<file path="src/rtl/rsf_pkg.sv">
// Constants for the receive synchronizing FIFO with rate matching.
package rsf_pkg;
    // Bit-times between periodic CRC slots and bit-times the slot takes.
    localparam int CRC_PERIOD = 516;
    localparam int CRC_LEN = 4;
    localparam int DATA_LEN = CRC_PERIOD - CRC_LEN;
    // Frequency tolerance: plain offset in ppm plus spread spectrum in ppm.
    localparam int FREQ_PPM = 600;
    localparam int SSC_PPM = 5000;
    // Clock periods in ns and the core cycles per link bit-time.
    localparam int CLK_NS = 50;
    localparam int LINK_BIT_NS = 400;
    localparam int TICK_CYC = LINK_BIT_NS / CLK_NS;
    // Words of drift between two slots, rounded up.
    localparam int DRIFT_WORDS = (CRC_PERIOD * (FREQ_PPM + SSC_PPM) + 999999) / 1000000;
    // Fill level the read side steers to and the dead band around it.
    localparam int TARGET_FILL = 4;
    localparam int FILL_TOL = 1;
    // Values after reset.
    localparam int RST_TICK = TICK_CYC - 1;
endpackage

</file>
<file path="src/rtl/rsf_sync_fifo.sv">
// Receive synchronizing FIFO moving link words into the core clock domain.
// Summary of operation
// - Every received data word crosses into core domain; slot words and words arriving while full do not.
// - Tolerate 600 ppm clock frequency difference.
// - Also tolerate 0.5 percent spread spectrum.
// - Read pointer follows measured receive clock phase.
// - Read rate can slow down and speed up.
// - CRC slot: 4 of every 516 bit-times.
// - Use the CRC slot to adjust reading.
// - Check CRC alongside data transfer.
// - Tracking error bounded by step and comparison.
`timescale 1ns/100ps
module rsf_sync_fifo #(
    parameter int WIDTH = 8,
    parameter int DEPTH = 16
) (
    // Clock and reset.
    input wire logic ref_clk_i,
    input wire logic rstn_i,
    // Link side, asynchronous to ref_clk_i.
    input wire logic link_clk_i,
    input wire logic [WIDTH-1:0] link_data_i,
    // Core side.
    input wire logic err_clr_i,
    output logic [WIDTH-1:0] data_o,
    output logic valid_o,
    output logic ovf_o,
    output logic udf_o,
    output logic crc_err_o
);
    localparam int PW = $clog2(DEPTH) + 1;
    localparam int AW = $clog2(DEPTH);
    localparam logic [PW-1:0] DEPTH_P = PW'(DEPTH);
    localparam logic [PW-1:0] HI_FILL = PW'(rsf_pkg::TARGET_FILL + rsf_pkg::FILL_TOL);
    localparam logic [PW-1:0] LO_FILL = PW'(rsf_pkg::TARGET_FILL - rsf_pkg::FILL_TOL);
    localparam logic [PW-1:0] GO_FILL = PW'(rsf_pkg::TARGET_FILL);
    localparam logic [9:0] SLOT_FIRST = 10'(rsf_pkg::DATA_LEN);
    localparam logic [9:0] SLOT_LAST = 10'(rsf_pkg::CRC_PERIOD - 1);
    localparam logic [4:0] TICK_LAST = 5'(rsf_pkg::RST_TICK);
    localparam logic [4:0] TICK_HOLD = 5'(2 * rsf_pkg::TICK_CYC - 1);

    // Words held between write and read pointer.
    function automatic logic [PW-1:0] fill_of(input logic [PW-1:0] w, input logic [PW-1:0] r);
        fill_of = w - r;
    endfunction

    logic [WIDTH-1:0] mem [DEPTH];
    logic lclk_s1_ff, lclk_s2_ff, lclk_s3_ff;
    logic [WIDTH-1:0] ldat_s1_ff, ldat_s2_ff;
    logic [9:0] bt_ff;
    logic [PW-1:0] wr_ff, rd_ff;
    logic [WIDTH-1:0] chk_ff;
    logic slot_go_ff, primed_ff;
    logic [4:0] tick_ff;
    logic link_edge, in_slot, full, rd_now;
    logic skip_ff, rd_skip, rd_go;
    logic [PW-1:0] fill;

    // Two-stage synchronisers; data is taken from the same stage as the clock.
    // Limitation: link data must be stable for two core cycles after its edge.
    always_ff @(posedge ref_clk_i or negedge rstn_i) begin
        if (!rstn_i) begin
            lclk_s1_ff <= 1'b0;
            lclk_s2_ff <= 1'b0;
            lclk_s3_ff <= 1'b0;
            ldat_s1_ff <= '0;
            ldat_s2_ff <= '0;
        end else begin
            lclk_s1_ff <= link_clk_i;
            lclk_s2_ff <= lclk_s1_ff;
            lclk_s3_ff <= lclk_s2_ff;
            ldat_s1_ff <= link_data_i;
            ldat_s2_ff <= ldat_s1_ff;
        end
    end

    assign link_edge = lclk_s2_ff & ~lclk_s3_ff;
    assign in_slot = (bt_ff >= SLOT_FIRST);
    assign fill = fill_of(wr_ff, rd_ff);
    assign full = (fill == DEPTH_P);
    assign rd_now = primed_ff && (tick_ff == 5'h00);
    // Below the target fill every other tick is given up on purpose, so the
    // spare read ticks of a slow link never run the FIFO dry.
    assign rd_skip = rd_now && (fill < GO_FILL) && !skip_ff;
    assign rd_go = rd_now && !rd_skip && (fill != '0);

    // Bit-time counter marks the periodic CRC slot.
    always_ff @(posedge ref_clk_i or negedge rstn_i) begin
        if (!rstn_i) begin
            bt_ff <= 10'h000;
        end else if (link_edge) begin
            bt_ff <= (bt_ff == SLOT_LAST) ? 10'h000 : bt_ff + 10'h001;
        end
    end

    // Data bit-times are written; slot bit-times never enter the FIFO.
    always_ff @(posedge ref_clk_i or negedge rstn_i) begin
        if (!rstn_i) begin
            wr_ff <= '0;
        end else if (link_edge && !in_slot && !full) begin
            wr_ff <= wr_ff + PW'(1);
        end
    end

    always_ff @(posedge ref_clk_i) begin
        if (link_edge && !in_slot && !full) begin
            mem[wr_ff[AW-1:0]] <= ldat_s2_ff;
        end
    end

    // Running check value folded over the data, compared in the first slot word.
    // Checking runs in parallel, so the slot time is free for draining.
    always_ff @(posedge ref_clk_i or negedge rstn_i) begin
        if (!rstn_i) begin
            chk_ff <= '0;
        end else if (link_edge) begin
            if (!in_slot) begin
                chk_ff <= chk_ff ^ ldat_s2_ff;
            end else if (bt_ff == SLOT_LAST) begin
                chk_ff <= '0;
            end
        end
    end

    // One-cycle marker at the start of each slot steers the read side.
    always_ff @(posedge ref_clk_i or negedge rstn_i) begin
        if (!rstn_i) begin
            slot_go_ff <= 1'b0;
        end else begin
            slot_go_ff <= link_edge && (bt_ff == SLOT_FIRST);
        end
    end

    // Reading starts once the target fill is first reached.
    always_ff @(posedge ref_clk_i or negedge rstn_i) begin
        if (!rstn_i) begin
            primed_ff <= 1'b0;
        end else if (fill >= GO_FILL) begin
            primed_ff <= 1'b1;
        end
    end

    // Read tick at the nominal bit rate; at each slot the fill level, which
    // measures receive phase against core phase, ends the current tick at once
    // or reloads it a whole word longer. A one-word step keeps latency error small while
    // drift per slot stays under the slot length.
    always_ff @(posedge ref_clk_i or negedge rstn_i) begin
        if (!rstn_i) begin
            tick_ff <= TICK_LAST;
        end else if (slot_go_ff && primed_ff && fill > HI_FILL) begin
            tick_ff <= 5'h00;
        end else if (slot_go_ff && primed_ff && fill < LO_FILL) begin
            tick_ff <= TICK_HOLD;
        end else if (tick_ff == 5'h00) begin
            tick_ff <= TICK_LAST;
        end else begin
            tick_ff <= tick_ff - 5'h01;
        end
    end

    // Remembers whether the last tick was given up; two skips in a row would
    // stall a drain that has fewer words left than the target fill.
    always_ff @(posedge ref_clk_i or negedge rstn_i) begin
        if (!rstn_i) begin
            skip_ff <= 1'b0;
        end else if (rd_now) begin
            skip_ff <= rd_skip;
        end
    end

    // Read pointer and output word.
    always_ff @(posedge ref_clk_i or negedge rstn_i) begin
        if (!rstn_i) begin
            rd_ff <= '0;
            data_o <= '0;
            valid_o <= 1'b0;
        end else begin
            valid_o <= rd_go;
            if (rd_go) begin
                rd_ff <= rd_ff + PW'(1);
                data_o <= mem[rd_ff[AW-1:0]];
            end
        end
    end

    // Sticky error flags; a new event wins over a clear in the same cycle.
    always_ff @(posedge ref_clk_i or negedge rstn_i) begin
        if (!rstn_i) begin
            ovf_o <= 1'b0;
            udf_o <= 1'b0;
            crc_err_o <= 1'b0;
        end else begin
            ovf_o <= (link_edge && !in_slot && full) || (ovf_o && !err_clr_i);
            udf_o <= (rd_now && !rd_skip && fill == '0) || (udf_o && !err_clr_i);
            crc_err_o <= (link_edge && bt_ff == SLOT_FIRST && ldat_s2_ff != chk_ff)
                || (crc_err_o && !err_clr_i);
        end
    end

    property p_slot_no_write;
        @(posedge ref_clk_i) disable iff (!rstn_i)
        in_slot |=> wr_ff == $past(wr_ff);
    endproperty
    a_slot_no_write: assert property (p_slot_no_write) else $error("write in CRC slot");

    property p_write;
        @(posedge ref_clk_i) disable iff (!rstn_i)
        link_edge && !in_slot && !full |=> wr_ff == $past(wr_ff) + PW'(1);
    endproperty
    a_write: assert property (p_write) else $error("data word not written");

    property p_wrap;
        @(posedge ref_clk_i) disable iff (!rstn_i)
        link_edge && bt_ff == SLOT_LAST |=> bt_ff == 10'h000 ##1 bt_ff == 10'h000;
    endproperty
    a_wrap: assert property (p_wrap) else $error("slot period wrong");

    property p_valid;
        @(posedge ref_clk_i) disable iff (!rstn_i)
        valid_o |-> rd_ff == $past(rd_ff) + PW'(1);
    endproperty
    a_valid: assert property (p_valid) else $error("valid without read");

    property p_speed;
        @(posedge ref_clk_i) disable iff (!rstn_i)
        slot_go_ff && primed_ff && fill > HI_FILL |=> tick_ff == 5'h00 ##1 tick_ff == TICK_LAST;
    endproperty
    a_speed: assert property (p_speed) else $error("no speed-up");

    property p_slow;
        @(posedge ref_clk_i) disable iff (!rstn_i)
        slot_go_ff && primed_ff && fill < LO_FILL |=> tick_ff == TICK_HOLD;
    endproperty
    a_slow: assert property (p_slow) else $error("no slow-down");

    property p_ovf;
        @(posedge ref_clk_i) disable iff (!rstn_i)
        link_edge && !in_slot && full |=> ovf_o && $stable(wr_ff);
    endproperty
    a_ovf: assert property (p_ovf) else $error("overrun not flagged");

    property p_udf;
        @(posedge ref_clk_i) disable iff (!rstn_i)
        rd_now && !rd_skip && fill == '0 |=> udf_o && !valid_o;
    endproperty
    a_udf: assert property (p_udf) else $error("underrun not flagged");

    property p_skip;
        @(posedge ref_clk_i) disable iff (!rstn_i)
        rd_skip |=> !valid_o && $stable(rd_ff);
    endproperty
    a_skip: assert property (p_skip) else $error("read taken on a skipped tick");

    property p_bound;
        @(posedge ref_clk_i) disable iff (!rstn_i)
        fill <= DEPTH_P;
    endproperty
    a_bound: assert property (p_bound) else $error("fill out of range");

    property p_crc;
        @(posedge ref_clk_i) disable iff (!rstn_i)
        link_edge && bt_ff == SLOT_FIRST && ldat_s2_ff != chk_ff |=> crc_err_o;
    endproperty
    a_crc: assert property (p_crc) else $error("CRC mismatch missed");
endmodule
</file>
<file path="config.mk">
export PLATFORM = sky130hd
export DESIGN_NAME = rsf_sync_fifo
export DESIGN_NICKNAME = d
export VERILOG_FILES = /design/src/rtl/rsf_pkg.sv /design/src/rtl/rsf_sync_fifo.sv
export SDC_FILE = /design/constraint.sdc
export NUM_CORES = 1
export LEC_CHECK = 0
export BUFFER_PORTS_ARGS = -buffer_cell sky130_fd_sc_hd__buf_2
export CORE_MARGIN = 4
export CORE_UTILIZATION = 50
export CTS_CLUSTER_DIAMETER = 120
export DETAILED_ROUTE_END_ITERATION = 10
export PLACE_DENSITY = 0.66
export REMOVE_ABC_BUFFERS = 1
export SLEW_MARGIN = 0
export SYNTH_ARGS = -nofsm -noshare
export SYNTH_HDL_FRONTEND = slang
export SYNTH_SLANG_ARGS = --single-unit
</file>
<file path="constraint.sdc">
create_clock -name ref_clk_i -period 4.04 [get_ports ref_clk_i]
set_clock_uncertainty 0.15 [all_clocks]
set_input_delay 0.202 -clock ref_clk_i [delete_from_list [all_inputs] [get_ports ref_clk_i]]
set_output_delay 0.202 -clock ref_clk_i [all_outputs]
set_load 0.02 [all_outputs]
</file>
-- Word level (Yosys, flattened, before mapping)
Memory sizes are Yosys's and may differ from the RTL's. A register that Yosys moved wholly into a read port is not among the register bits.
Index checks and enable logic that the tools add are counted.
- add/subtract/negate cells: 5
- multipliers: 0
- divide/modulo/power cells: 0
- order comparisons: 5
- equality and inequality tests: 5
- shifts and indexed selects: 0
- mux-type cells: 8
- bitwise logic cells: 3
- reductions and logical operators: 30
- operator list (kind ; number):
    $eq A10 B10 Y1 const B ; 2
    $logic_and A1 B1 Y1 ; 17
    $mux W8 ; 2
    $mux W5 ; 3
    $add A10 B1 Y10 const B ; 1
    $add A5 B1 Y5 const B ; 2
    $ge A10 B10 Y1 const B ; 1
    $logic_not A5 Y1 ; 2
    $mux W10 ; 1
    $ne A8 B8 Y1 ; 1
    $xor A8 B8 Y8 ; 1
    $logic_not A1 Y1 ; 6
    $eq A5 B5 Y1 const B ; 1
    $ge A5 B3 Y1 const B ; 1
    $gt A5 B3 Y1 const B ; 1
    $lt A5 B2 Y1 const B ; 1
    $lt A5 B3 Y1 const B ; 1
    $reduce_bool A5 Y1 ; 1
    $sub A5 B1 Y5 const B ; 1
    $sub A5 B5 Y5 ; 1
    $logic_or A1 B1 Y1 ; 3
    $mux W1 ; 2
    $ne A2 B1 Y1 const B ; 1
    $reduce_and A2 Y1 ; 1
    2 further kinds ; 2
- register bits: 59
- bits in latches: 0
- RAM bits: 128
- bits in read-only memories: 0
- output and inout port bits: 12
- logic and storage cells: 74
- memories kept: 1
- memory list (name ; depth ; bits a word ; read ports ; clocked after Yosys merged registers in ; write ports ; RTL line ; text):
    mem ; 16 ; 8 ; 1 ; 1 ; 1 ; rsf_sync_fifo.sv:47 ; logic [WIDTH-1:0] mem [DEPTH];

-- Depth between registers and ports, before layout
Gate-level depths: netlist (run 1).
- depth in word-level cells: 8
- mapped depth: 10

-- Worst setup path before layout (run 1)
No wires, ideal clock.
- path kind: reg-to-reg
- start: register rd_ff[2]
- end: memory mem[3][0] (enable)
- setup time: 0.383 ns
- arrival time: 2.636 ns
- setup slack: 0.870 ns
- stages on the path, launching flop included: 9
- period minus slack after synthesis: 3.170 ns
- cells stage by stage: dfrtp_1 > clkbuf_1 > inv_2 > ha_1 > a211oi_2 > o21a_1 > or2_4 > o311ai_4 > nor3_1
- word-level cells in the longest chain between the ends: 6
- ends and longest elaborated chain (element ; RTL line ; text):
    start, declared ; rsf_sync_fifo.sv:51 ; logic [PW-1:0] wr_ff, rd_ff;
    start signal, assigned ; rsf_sync_fifo.sv:180 ; rd_ff <= rd_ff + PW'(1);
    $sub A5 B5 Y5 ; rsf_sync_fifo.sv:44 ; fill_of = w - r;
    $eq A5 B5 Y1 ; rsf_sync_fifo.sv:80 ; assign full = (fill == DEPTH_P);
    $logic_not A1 Y1 ; rsf_sync_fifo.sv:106 ; if (link_edge && !in_slot && !full) begin
    $logic_and A1 B1 Y1 ; rsf_sync_fifo.sv:106 ;
    $mux W1 ; rsf_sync_fifo.sv:106 ;
    $mux W1 (not written as such) ; rsf_sync_fifo.sv:107 ; mem[wr_ff[AW-1:0]] <= ldat_s2_ff;
    end, declared ; rsf_sync_fifo.sv:47 ;
Every way passes these cells.

-- Worst setup path in the final report (run 1)
- start: register wr_ff[0]
- end: memory mem[4][6] (enable)
- word-level cells in the longest chain between the ends: 6
- ends and longest elaborated chain (element ; RTL line ; text):
    start, declared ; rsf_sync_fifo.sv:51 ;
    start signal, assigned ; rsf_sync_fifo.sv:101 ; wr_ff <= wr_ff + PW'(1);
    $sub A5 B5 Y5 ; rsf_sync_fifo.sv:44 ;
    $eq A5 B5 Y1 ; rsf_sync_fifo.sv:80 ;
    $logic_not A1 Y1 ; rsf_sync_fifo.sv:106 ;
    $logic_and A1 B1 Y1 ; rsf_sync_fifo.sv:106 ;
    $mux W1 ; rsf_sync_fifo.sv:106 ;
    $mux W1 (not written as such) ; rsf_sync_fifo.sv:107 ;
Parallel ways exist; a longest one is shown, timed or not.

==> flow_metrics.env, run 1 <==
export IMPL_outcome="complete, no violations"
export IMPL_min_period_over_period_pct=86.5
export IMPL_ir_worst_vdd_uv=388
export IMPL_clkPwrFrac_pct=27.1
export IMPL_vias=4314
export IMPL_post_route_min_period_ns=3.50
export IMPL_io_buffer_count=23
export IMPL_ant_nets=0
export IMPL_setup_slack_ns=0.544
export IMPL_cp_start_kind="flop"
export IMPL_ios=24
export IMPL_p_sw_share_pct=33.5
export IMPL_cts_tree="yes"
export IMPL_required_ns=3.99
export IMPL_rsz0062_at_grt="false"
export IMPL_fp_dieH_microns=135
export IMPL_hold_path_class="in -> async"
export IMPL_arrival_ns=3.44
export IMPL_syn_area_per_cell_sq_um=16.2
export IMPL_first_iter_violations=337
export IMPL_dr_pass1_iters=5
export IMPL_relSlewSlack_pct=31.1
export IMPL_p_comb_share_pct=31.7
export IMPL_synth_edf_count=128
export IMPL_coreArea_sq_mm=0.0159
export IMPL_netlist_instances=501
export IMPL_syn_cell_area_sq_mm=0.00810
export IMPL_setup_viol=0
export IMPL_cp_slowest_cell="a31oi_2"
export IMPL_clock_path_buffers=2
export IMPL_initial_utilization_pct=51.0
export IMPL_syn_to_final_growth_pct=12.9
export IMPL_fill_cells=1241
export IMPL_clock_root_buffer="clkbuf_16"
export IMPL_overflow=0
export IMPL_seqPwrFrac_pct=41.2
export IMPL_critPathMaxStageDelay_ns=0.58
export IMPL_leakage_uw=0.00353
export IMPL_cts_sinks=195
export IMPL_ys_ff_latch=195
export IMPL_die_w_microns=135
export IMPL_hpwl_microns=10700
export IMPL_place_congestion=0.865
export IMPL_cts_clk_slew_worst_paths_ns=0.07
export IMPL_fmax_mhz=286
export IMPL_grt_pass1_vias=4499
export IMPL_final_hold_viol_count=0
export IMPL_worst_pin_slew_ns=1.03
export IMPL_clkLatencyLatePin_ns=0.43
export IMPL_track_usage_pct=19.2
export IMPL_path_class="reg -> reg"
export IMPL_place_ws_ns=0.547
export IMPL_whs_ns=0.200
export IMPL_wl_per_cell_microns=21.0
export IMPL_path_cells="inv_1 -> ha_1 -> inv_1 -> fa_1 -> a211oi_2 -> o21a_1 -> nor2_1 -> a31oi_2 -> and3_1"
export IMPL_power_density_mw_per_mm2=667
export IMPL_fp_row_count=46
export IMPL_synth_distinct_cells=53
export IMPL_grt_antenna_before_repair=0
export IMPL_cts_made_buffers=17
export IMPL_drt_total_wl_microns=16200
export IMPL_final_max_slew_viol_count=0
export IMPL_switchingPower_uw=2040
export IMPL_viasPerCell=5.57
export IMPL_yosysSeqAreaShare_pct=68.2
export IMPL_n_antenna_cell=0
export IMPL_crit_path_frequent_cell="inv_1"
export IMPL_synth_warnings=0
export IMPL_htree_levels=4
export IMPL_die_area_sq_mm=0.0183
export IMPL_grt_max_degree=36
export IMPL_max_cap_violations=0
export IMPL_nNetsFinal=570
export IMPL_drcViolationCount=0
export IMPL_cts_resized=0
export IMPL_async_flop_share_pct=34.4
export IMPL_endpoint_kind="flop"
export IMPL_grt_pass1_wl_microns=25600
export IMPL_critPathMaxFanout=14
export IMPL_synth_main_ff_cell="edfxtp_1"
export IMPL_drive_gt1_share_pct=21.3
export IMPL_p_int_uw=4060
## flip-flops by register name (all words and copies together), names as in the netlist, 5 cells and up
name and cells:
mem 128, bt_ff 10, chk_ff 8, data_o 8, ldat_s1_ff 8, ldat_s2_ff 8, rd_ff 5, tick_ff 5
wr_ff 5
## cells in the final DEF (no fill, tap or decap), types with 9 or more instances in the layout
| cell type | instances |
|---|---|
| a21o_1 | 9 |
| a21oi_1 | 13 |
| and3_1 | 24 |
| buf_2 | 23 |
| clkbuf_16 | 17 |
| dfrtp_1 | 63 |
| dlygate4sd3_1 | 11 |
| edfxtp_1 | 128 |
| ha_1 | 12 |
| inv_1 | 14 |
| mux4_2 | 32 |
| nand2_1 | 36 |
| nand3_1 | 13 |
| nor2_1 | 20 |
| o21ai_0 | 15 |
| xnor2_1 | 13 |
| xor2_1 | 14 |
## per-layer routing
layer  track usage (%)  share of wire [%]
met1              24.7                 41
met2              31.8                 50
met3              5.13                6.4
met4              6.83                2.1
met5                 0                  0
## logic make-up (layout without fill, tap and decap cells)
kind of cell | count (synthesis) | after routing | synth area share (%)
flops | 195 | 195 | 68.2
simple gates | 129 | 129 | 8.36
compound gates | 56 | 56 | 4.95
mux | 49 | 49 | 11.5
buf+inv | 32 | 89 | 1.93
xor+xnor | 27 | 27 | 2.92
fa+ha+maj | 13 | 13 | 2.10
## critical path, delay by kind of cell, from the launching register on
kind / cells / cell delay [ns]
AOI/OAI and AO/OA: 3 / 1.14
adders and majority gates: 2 / 0.64
buffers and inverters: 2 / 0.20
DFF: 1 / 0.41
and+or+nand+nor: 2 / 0.61
## stage by stage
stage	util (%)	TNS, ns	total power [uW]	instance area, sq um	std cells
4_1_cts	57.5	0	6150	9140	774
6_report	57.5	0	6100	9140	774
3_3_place_gp	53.1	0	4450	8440	731
3_5_place_dp	53.1	0	4490	8440	731
5_1_grt	57.5	0	6430	9140	774
2_1_floorplan	-	-4.82	3950	8000	485
## power groups by stage
stage	logic, uW	registers [uW]	clock network, uW
6_report	1930	2520	1650
5_1_grt	2100	2540	1780
4_1_cts	1950	2520	1690
3_5_place_dp	1930	2560	0
3_3_place_gp	1900	2550	0
2_1_floorplan	1270	2680	0
## area by class of cell
type,instances,area (sq um),share of cell area (%)
sequential,195,5530,60.4
multi-input combinational,274,2420,26.4
clock buffer,17,425,4.65
timing repair buffer,41,278,3.04
tap,216,270,2.96
clock inverter,15,166,1.82
inverter,16,60.1,0.657
## Yosys cell counts (3+ instances only)
cell type / n / area, sq um
buf_6: 3 / 33.8
edfxtp_1: 128 / 3840
buf_4: 3 / 22.5
nor4_1: 4 / 25.0
xor2_1: 14 / 123
nor2b_1: 5 / 31.3
nor3_1: 6 / 30.0
nor2_1: 20 / 75.1
clkbuf_1: 8 / 30.0
dfrtp_1: 64 / 1600
o21ai_0: 15 / 75.1
nand2_1: 36 / 135
ha_1: 12 / 150
nand4_1: 4 / 25.0
or2_2: 3 / 18.8
mux2i_1: 8 / 80.1
mux2_4: 8 / 120
nand3_1: 13 / 65.1
a21oi_1: 13 / 65.1
and3_1: 24 / 150
a31oi_1: 4 / 25.0
nand2b_1: 4 / 25.0
a21o_1: 9 / 67.6
mux4_2: 32 / 721
inv_1: 14 / 52.6
xnor2_1: 13 / 114
dfstp_2: 3 / 78.8
## what timing repair did
action                    in CTS  in global routing
hold buffers                  11                  0
hold endpoints to repair      46                  0
setup buffers                  0                  0
## final timing paths
path | from | endpoint | slack (ns) | depth (start not counted)
worst max register to register | wr_ff[0] | mem[4][6] | 0.54 | 9
worst max-delay path | wr_ff[0] | mem[4][6] | 0.54 | 9
max in group asynchronous | rstn_i | tick_ff[0] | 2.57 | 3
worst min-delay path | rstn_i | bt_ff[6] | 0.20 | 2
min in group ref_clk_i | ldat_s1_ff[0] | ldat_s2_ff[0] | 0.20 | 0
worst min register to register | ldat_s1_ff[0] | ldat_s2_ff[0] | 0.20 | 0
Power figures use the tool's default switching activity.
==> run 2, diff against run 1 <==
- CELL_PAD_IN_SITES_DETAIL_PLACEMENT: not set -> 0
- CELL_PAD_IN_SITES_GLOBAL_PLACEMENT: not set -> 1
- CORE_MARGIN: 4 -> 2
- PLACE_DENSITY: 0.66 -> 0.75
==> run 2 against run 1 <==
Critical path type unchanged. Routed wire length hardly changed. Hold slack worse by 0.0018 ns. Critical path depth stayed put. Core utilization is 0.26 points higher. Fmax is 0.48% lower. Flip-flop and latch count stayed put. Combinational power hardly changed.
==> flow_metrics.env, run 2 (synthesis gave the netlist of run 1 again) <==
export IMPL_grt_pass1_wl_microns=25100
export IMPL_seqPwrFrac_pct=41.0
export IMPL_r2r_start="wr_ff[0]"
export IMPL_setup_tns_ns=0
export IMPL_critPathMaxFanout=8
export IMPL_final_hold_viol_count=0
export IMPL_endpoint_kind="flop"
export IMPL_ant_nets=0
export IMPL_worst_path_buf_inv=2
export IMPL_leakage_uw=0.00355
export IMPL_path_class="reg -> reg"
export IMPL_cts_setup_buffers=0
export IMPL_path_cells="inv_1 -> ha_1 -> inv_1 -> fa_1 -> a211oi_2 -> o21a_1 -> or2_4 -> o311ai_4 -> nor3_1"
export IMPL_place_congestion=0.853
export IMPL_initial_utilization_pct=51.2
export IMPL_final_max_slew_viol_count=0
export IMPL_min_period_over_period_pct=87.0
export IMPL_viasPerCell=5.67
export IMPL_post_route_min_period_ns=3.51
export IMPL_clock_path_buffers=2
export IMPL_htree_levels=4
export IMPL_max_cap_violations=0
export IMPL_overflow=0
export IMPL_rsz0062_at_grt="false"
export IMPL_switchingPower_uw=2080
export IMPL_relSlewSlack_pct=29.3
export IMPL_clkPwrFrac_pct=27.0
export IMPL_wl_per_cell_microns=20.9
export IMPL_drt_total_wl_microns=16200
export IMPL_grt_antenna_before_repair=0
export IMPL_p_sw_share_pct=34.0
export IMPL_ir_worst_vdd_uv=439
export IMPL_drcViolationCount=0
export IMPL_required_ns=3.95
export IMPL_hpwl_microns=10700
export IMPL_nNetsFinal=572
export IMPL_io_buffer_count=23
export IMPL_critPathLaunch="wr_ff[0]"
export IMPL_drive_gt1_share_pct=21.8
export IMPL_vias=4399
export IMPL_p_comb_share_pct=32.0
export IMPL_grt_max_degree=68
export IMPL_cts_sinks=195
export IMPL_fp_row_count=46
export IMPL_largest_reg_flops=128
export IMPL_dr_pass1_iters=5
export IMPL_critical_path_top_delay_family="simple AND/OR/NAND/NOR gates"
export IMPL_fill_cells=1219
export IMPL_coreArea_sq_mm=0.0158
export IMPL_cts_clk_slew_worst_paths_ns=0.07
export IMPL_setup_viol=0
export IMPL_ios=24
export IMPL_grt_pass1_vias=4411
export IMPL_cts_tree="yes"
export IMPL_p_int_uw=4030
export IMPL_cts_made_buffers=17
export IMPL_crit_path_frequent_cell="inv_1"
export IMPL_fmax_mhz=285
export IMPL_fin_cells=776
export IMPL_fp_dieH_microns=131
export IMPL_outcome="complete, no violations"
export IMPL_dp_cells=733
export IMPL_hold_path_startpoint="ldat_s1_ff[6]"
export IMPL_syn_to_final_growth_pct=13.0
export IMPL_hold_path_class="reg -> reg"
export IMPL_critPathMaxStageDelay_ns=0.84
export IMPL_worst_pin_slew_ns=1.05
export IMPL_die_area_sq_mm=0.0172
export IMPL_track_usage_pct=19.6
export IMPL_arrival_ns=3.42
export IMPL_cp_slowest_cell="nor3_1"
export IMPL_n_antenna_cell=0
export IMPL_die_w_microns=131
export IMPL_clkLatencyLatePin_ns=0.43
export IMPL_final_common_cell="edfxtp_1"
export IMPL_first_iter_violations=362
export IMPL_power_density_mw_per_mm2=668
export IMPL_layout_common_cells="128 x edfxtp_1, 63 x dfrtp_1, 36 x nand2_1"
export IMPL_cp_start_kind="flop"
export IMPL_clock_root_buffer="clkbuf_16"
==> run 2: cell count changes in the layout (fill, tap and decap cells not counted), sizes merged <==
cell	previous run	this run
clkinvlp	1	0
bufinv	1	0
buf	30	32
clkbuf	17	18
inv	23	24
==> run 2: repair_timing <==
action / in CTS / in global routing
hold buffers: 11 / 0
resized for setup: 0 / 0
hold endpoints to repair: 76 / 0
==> run 2: worst reg2reg max path: cells and delay by family (launching register included) <==
family,cells,cell delay [ns]
AOI/OAI and AO/OA,3,0.69
adders and majority gates,2,0.66
buffers and inverters,2,0.20
DFF,1,0.41
and+or+nand+nor,2,1.03
==> run 2: stage by stage <==
| stage | power [uW] | instance area [sq um] | setup WS, ns | utilization (%) | hold slack (ns) |
|---|---|---|---|---|---|
| 2_1_floorplan | 3950 | 8000 | -0.199 | - | -0.244 |
| 6_report | 6110 | 9150 | 0.527 | 57.8 | 0.199 |
| 3_5_place_dp | 4500 | 8460 | 0.529 | 53.4 | 0.161 |
| 3_3_place_gp | 4470 | 8460 | 0.660 | 53.4 | 0.162 |
| 4_1_cts | 6140 | 9150 | 0.534 | 57.8 | 0.202 |
| 5_1_grt | 6380 | 9150 | 0.298 | 57.8 | 0.205 |
==> run 2: power groups by stage <==
stage               Combinational (uW)  Clock (uW)  Sequential [uW]
finish                            1950        1650             2510
global route                      2100        1750             2530
CTS                               1960        1670             2510
detailed placement                1950           0             2550
global placement                  1930           0             2540
floorplan                         1270           0             2680
==> run 2: metal layers <==
metal | routed length, microns | vias to the layer above | track usage [%]
li1 | - | 1988 | -
met1 | 7040 | 2288 | 26.3
met2 | 8360 | 106 | 33.2
met3 | 598 | 17 | 3.59
met4 | 222 | 0 | 5.68
met5 | 0 | - | 0
==> run 2: area by class of cell <==
type | count | area (sq um) | area share [%]
Clock buffer | 18 | 450 | 4.92
Clock inverter | 14 | 131 | 1.44
Inverter | 16 | 60.1 | 0.656
Multi-Input combinational cell | 274 | 2420 | 26.4
Sequential cell | 195 | 5530 | 60.4
Tap cell | 216 | 270 | 2.95
Timing Repair Buffer | 43 | 295 | 3.23
==> run 2: worst paths after layout <==
check / end / slack [ns] / depth (start not counted)
worst max-delay path: mem[3][7] / 0.53 / 9
worst min-delay path: ldat_s2_ff[6] / 0.20 / 0
worst max register to register: mem[3][7] / 0.53 / 9
worst min register to register: ldat_s2_ff[6] / 0.20 / 0
max in group asynchronous: rd_ff[0] / 2.85 / 2
min in group asynchronous: bt_ff[7] / 0.27 / 2
==> run 3, diff against run 2 <==
- CORE_MARGIN: 2 -> not set
- CTS_CLUSTER_DIAMETER: 120 -> 80
==> run 3 against run 2 <==
Register-to-register slack improved by 0.02 ns. Non-clock buffer count unchanged. Routed wire length fell by 1.1%. Core utilization decreased by 0.11 points. Largest cell class unchanged. Critical path depth stayed put. Fmax grew 0.67%. Critical endpoint unchanged. Global-route usage is 1.7 points higher. Cell count stayed put. Critical path type unchanged.
==> flow_metrics.env, run 3 (synthesis gave the netlist of run 1 again) <==
export IMPL_outcome="complete, no violations"
export IMPL_dr_pass1_iters=5
export IMPL_worstRegToRegCells=9
export IMPL_drcViolationCount=0
export IMPL_overflow=0
export IMPL_holdPathStages=0
export IMPL_final_util_pct=57.7
export IMPL_coreArea_sq_mm=0.0158
export IMPL_vias=4328
export IMPL_cp_start_kind="flop"
export IMPL_cts_tree="yes"
export IMPL_path_class="reg -> reg"
export IMPL_max_cap_violations=0
export IMPL_drive_gt1_share_pct=21.3
export IMPL_hold_path_class="reg -> reg"
export IMPL_grt_antenna_before_repair=0
export IMPL_syn_to_final_growth_pct=12.8
export IMPL_final_hold_viol_count=0
export IMPL_cts_resized=0
export IMPL_fp_row_count=46
export IMPL_power_density_mw_per_mm2=668
export IMPL_n_antenna_cell=0
export IMPL_cts_hold_fix_buffers=11
export IMPL_dp_cells=733
export IMPL_grt_pass1_vias=4515
export IMPL_fp_dieH_microns=129
export IMPL_final_max_slew_viol_count=0
export IMPL_cp_slowest_cell="nor3_1"
export IMPL_viasPerCell=5.58
export IMPL_place_congestion=0.832
export IMPL_critPathMaxFanout=8
export IMPL_post_route_min_period_ns=3.49
export IMPL_ir_worst_vdd_uv=352
export IMPL_r2r_start="wr_ff[0]"
export IMPL_htree_levels=4
export IMPL_first_iter_violations=218
export IMPL_hpwl_microns=10500
export IMPL_required_ns=3.95
export IMPL_cts_sinks=195
export IMPL_ant_nets=0
export IMPL_fmax_mhz=287
export IMPL_layout_common_cells="128 x edfxtp_1, 63 x dfrtp_1, 36 x nand2_1"
export IMPL_ios=24
export IMPL_cts_setup_buffers=0
export IMPL_r2r_end="mem[3][7]"
export IMPL_cts_made_buffers=17
export IMPL_postLayoutCellArea_sq_mm=0.00913
export IMPL_place_area_sq_mm=0.00846
export IMPL_grt_pass1_wl_microns=25500
export IMPL_largest_reg_flops=128
export IMPL_cts_clk_slew_worst_paths_ns=0.07
export IMPL_initial_utilization_pct=51.2
export IMPL_whs_ns=0.200
export IMPL_io_buffer_count=23
export IMPL_leakage_uw=0.00354
export IMPL_min_period_over_period_pct=86.4
export IMPL_critPathLaunch="wr_ff[0]"
export IMPL_fin_cells=776
export IMPL_die_area_sq_mm=0.0167
export IMPL_clkLatencyLatePin_ns=0.44
export IMPL_wl_per_cell_microns=20.7
export IMPL_crit_end="mem[3][7]"
export IMPL_relSlewSlack_pct=29.6
export IMPL_grt_max_degree=68
export IMPL_rsz0062_at_grt="false"
export IMPL_rrSetupSlack_ns=0.55
export IMPL_endpoint_kind="flop"
export IMPL_setup_viol=0
export IMPL_final_common_cell="edfxtp_1"
export IMPL_power_uw=6100
export IMPL_die_w_microns=129
export IMPL_track_usage_pct=21.4
export IMPL_nNetsFinal=572
export IMPL_clock_path_buffers=2
export IMPL_clock_root_buffer="clkbuf_16"
export IMPL_arrival_ns=3.40
export IMPL_drt_total_wl_microns=16000
export IMPL_crit_path_frequent_cell="inv_1"
export IMPL_worst_pin_slew_ns=1.05
export IMPL_path_cells="inv_1 -> ha_1 -> inv_1 -> fa_1 -> a211oi_2 -> o21a_1 -> or2_4 -> o311ai_4 -> nor3_1"
export IMPL_critPathMaxStageDelay_ns=0.84
run 3: cell count changes in the layout (fill, tap and decap cells not counted), moves of 2 or more:
cell / before / now
clkbuf_1: 0 / 2
clkinv_8: 2 / 0
clkinv_2: 3 / 1
inv_8: 3 / 1
run 3: cell type report:
type                            count  area, sq um
Sequential cell                   195         5530
Clock buffer                       20          447
Inverter                           16         60.1
Clock inverter                     12          118
Multi-Input combinational cell    274         2420
Fill cell                        1222         6700
Tap cell                          216          270
Timing Repair Buffer               43          295
run 3: report_power, final:
group / internal (uW) / switching [uW] / leakage [uW]
registers: 2340 / 168 / 0.00197
logic: 847 / 1110 / 0.00128
clock network: 880 / 751 / 0.000280
run 3: per-stage QoR:
step / setup slack [ns] / setup TNS (ns)
floorplan: -0.199 / -4.82
global placement: 0.655 / 0
detailed placement: 0.506 / 0
CTS: 0.539 / 0
global route: 0.315 / 0
finish: 0.550 / 0
run 3: worst max-delay path: cells and delay by family (launching register included):
family,cells,cell delay [ns]
AND/OR/NAND/NOR,2,1.02
AO/OA/AOI/OAI,3,0.67
adder cells (fa/ha/maj),2,0.66
flip-flops,1,0.41
buffers and inverters,2,0.21
run 3: how the worst min path moves through the flow:
stage	from	endpoint	slack, ns
2_1_floorplan	rstn_i	bt_ff[0]	-0.24
3_3_place_gp	link_data_i[3]	ldat_s1_ff[3]	0.16
3_5_place_dp	link_data_i[1]	ldat_s1_ff[1]	0.16
4_1_cts	ldat_s1_ff[2]	ldat_s2_ff[2]	0.20
5_1_grt	ldat_s1_ff[6]	ldat_s2_ff[6]	0.21
6_report	lclk_s1_ff	lclk_s2_ff	0.20
run 3: metal layers:
metal / vias up / track usage [%] / part of all wire, %
met1: 2216 / 28.3 / 44
met3: 20 / 4.13 / 4.6
met2: 97 / 35.3 / 50
li1: 1995 / - / -
met5: - / 0 / 0
met4: 0 / 7.89 / 1.5
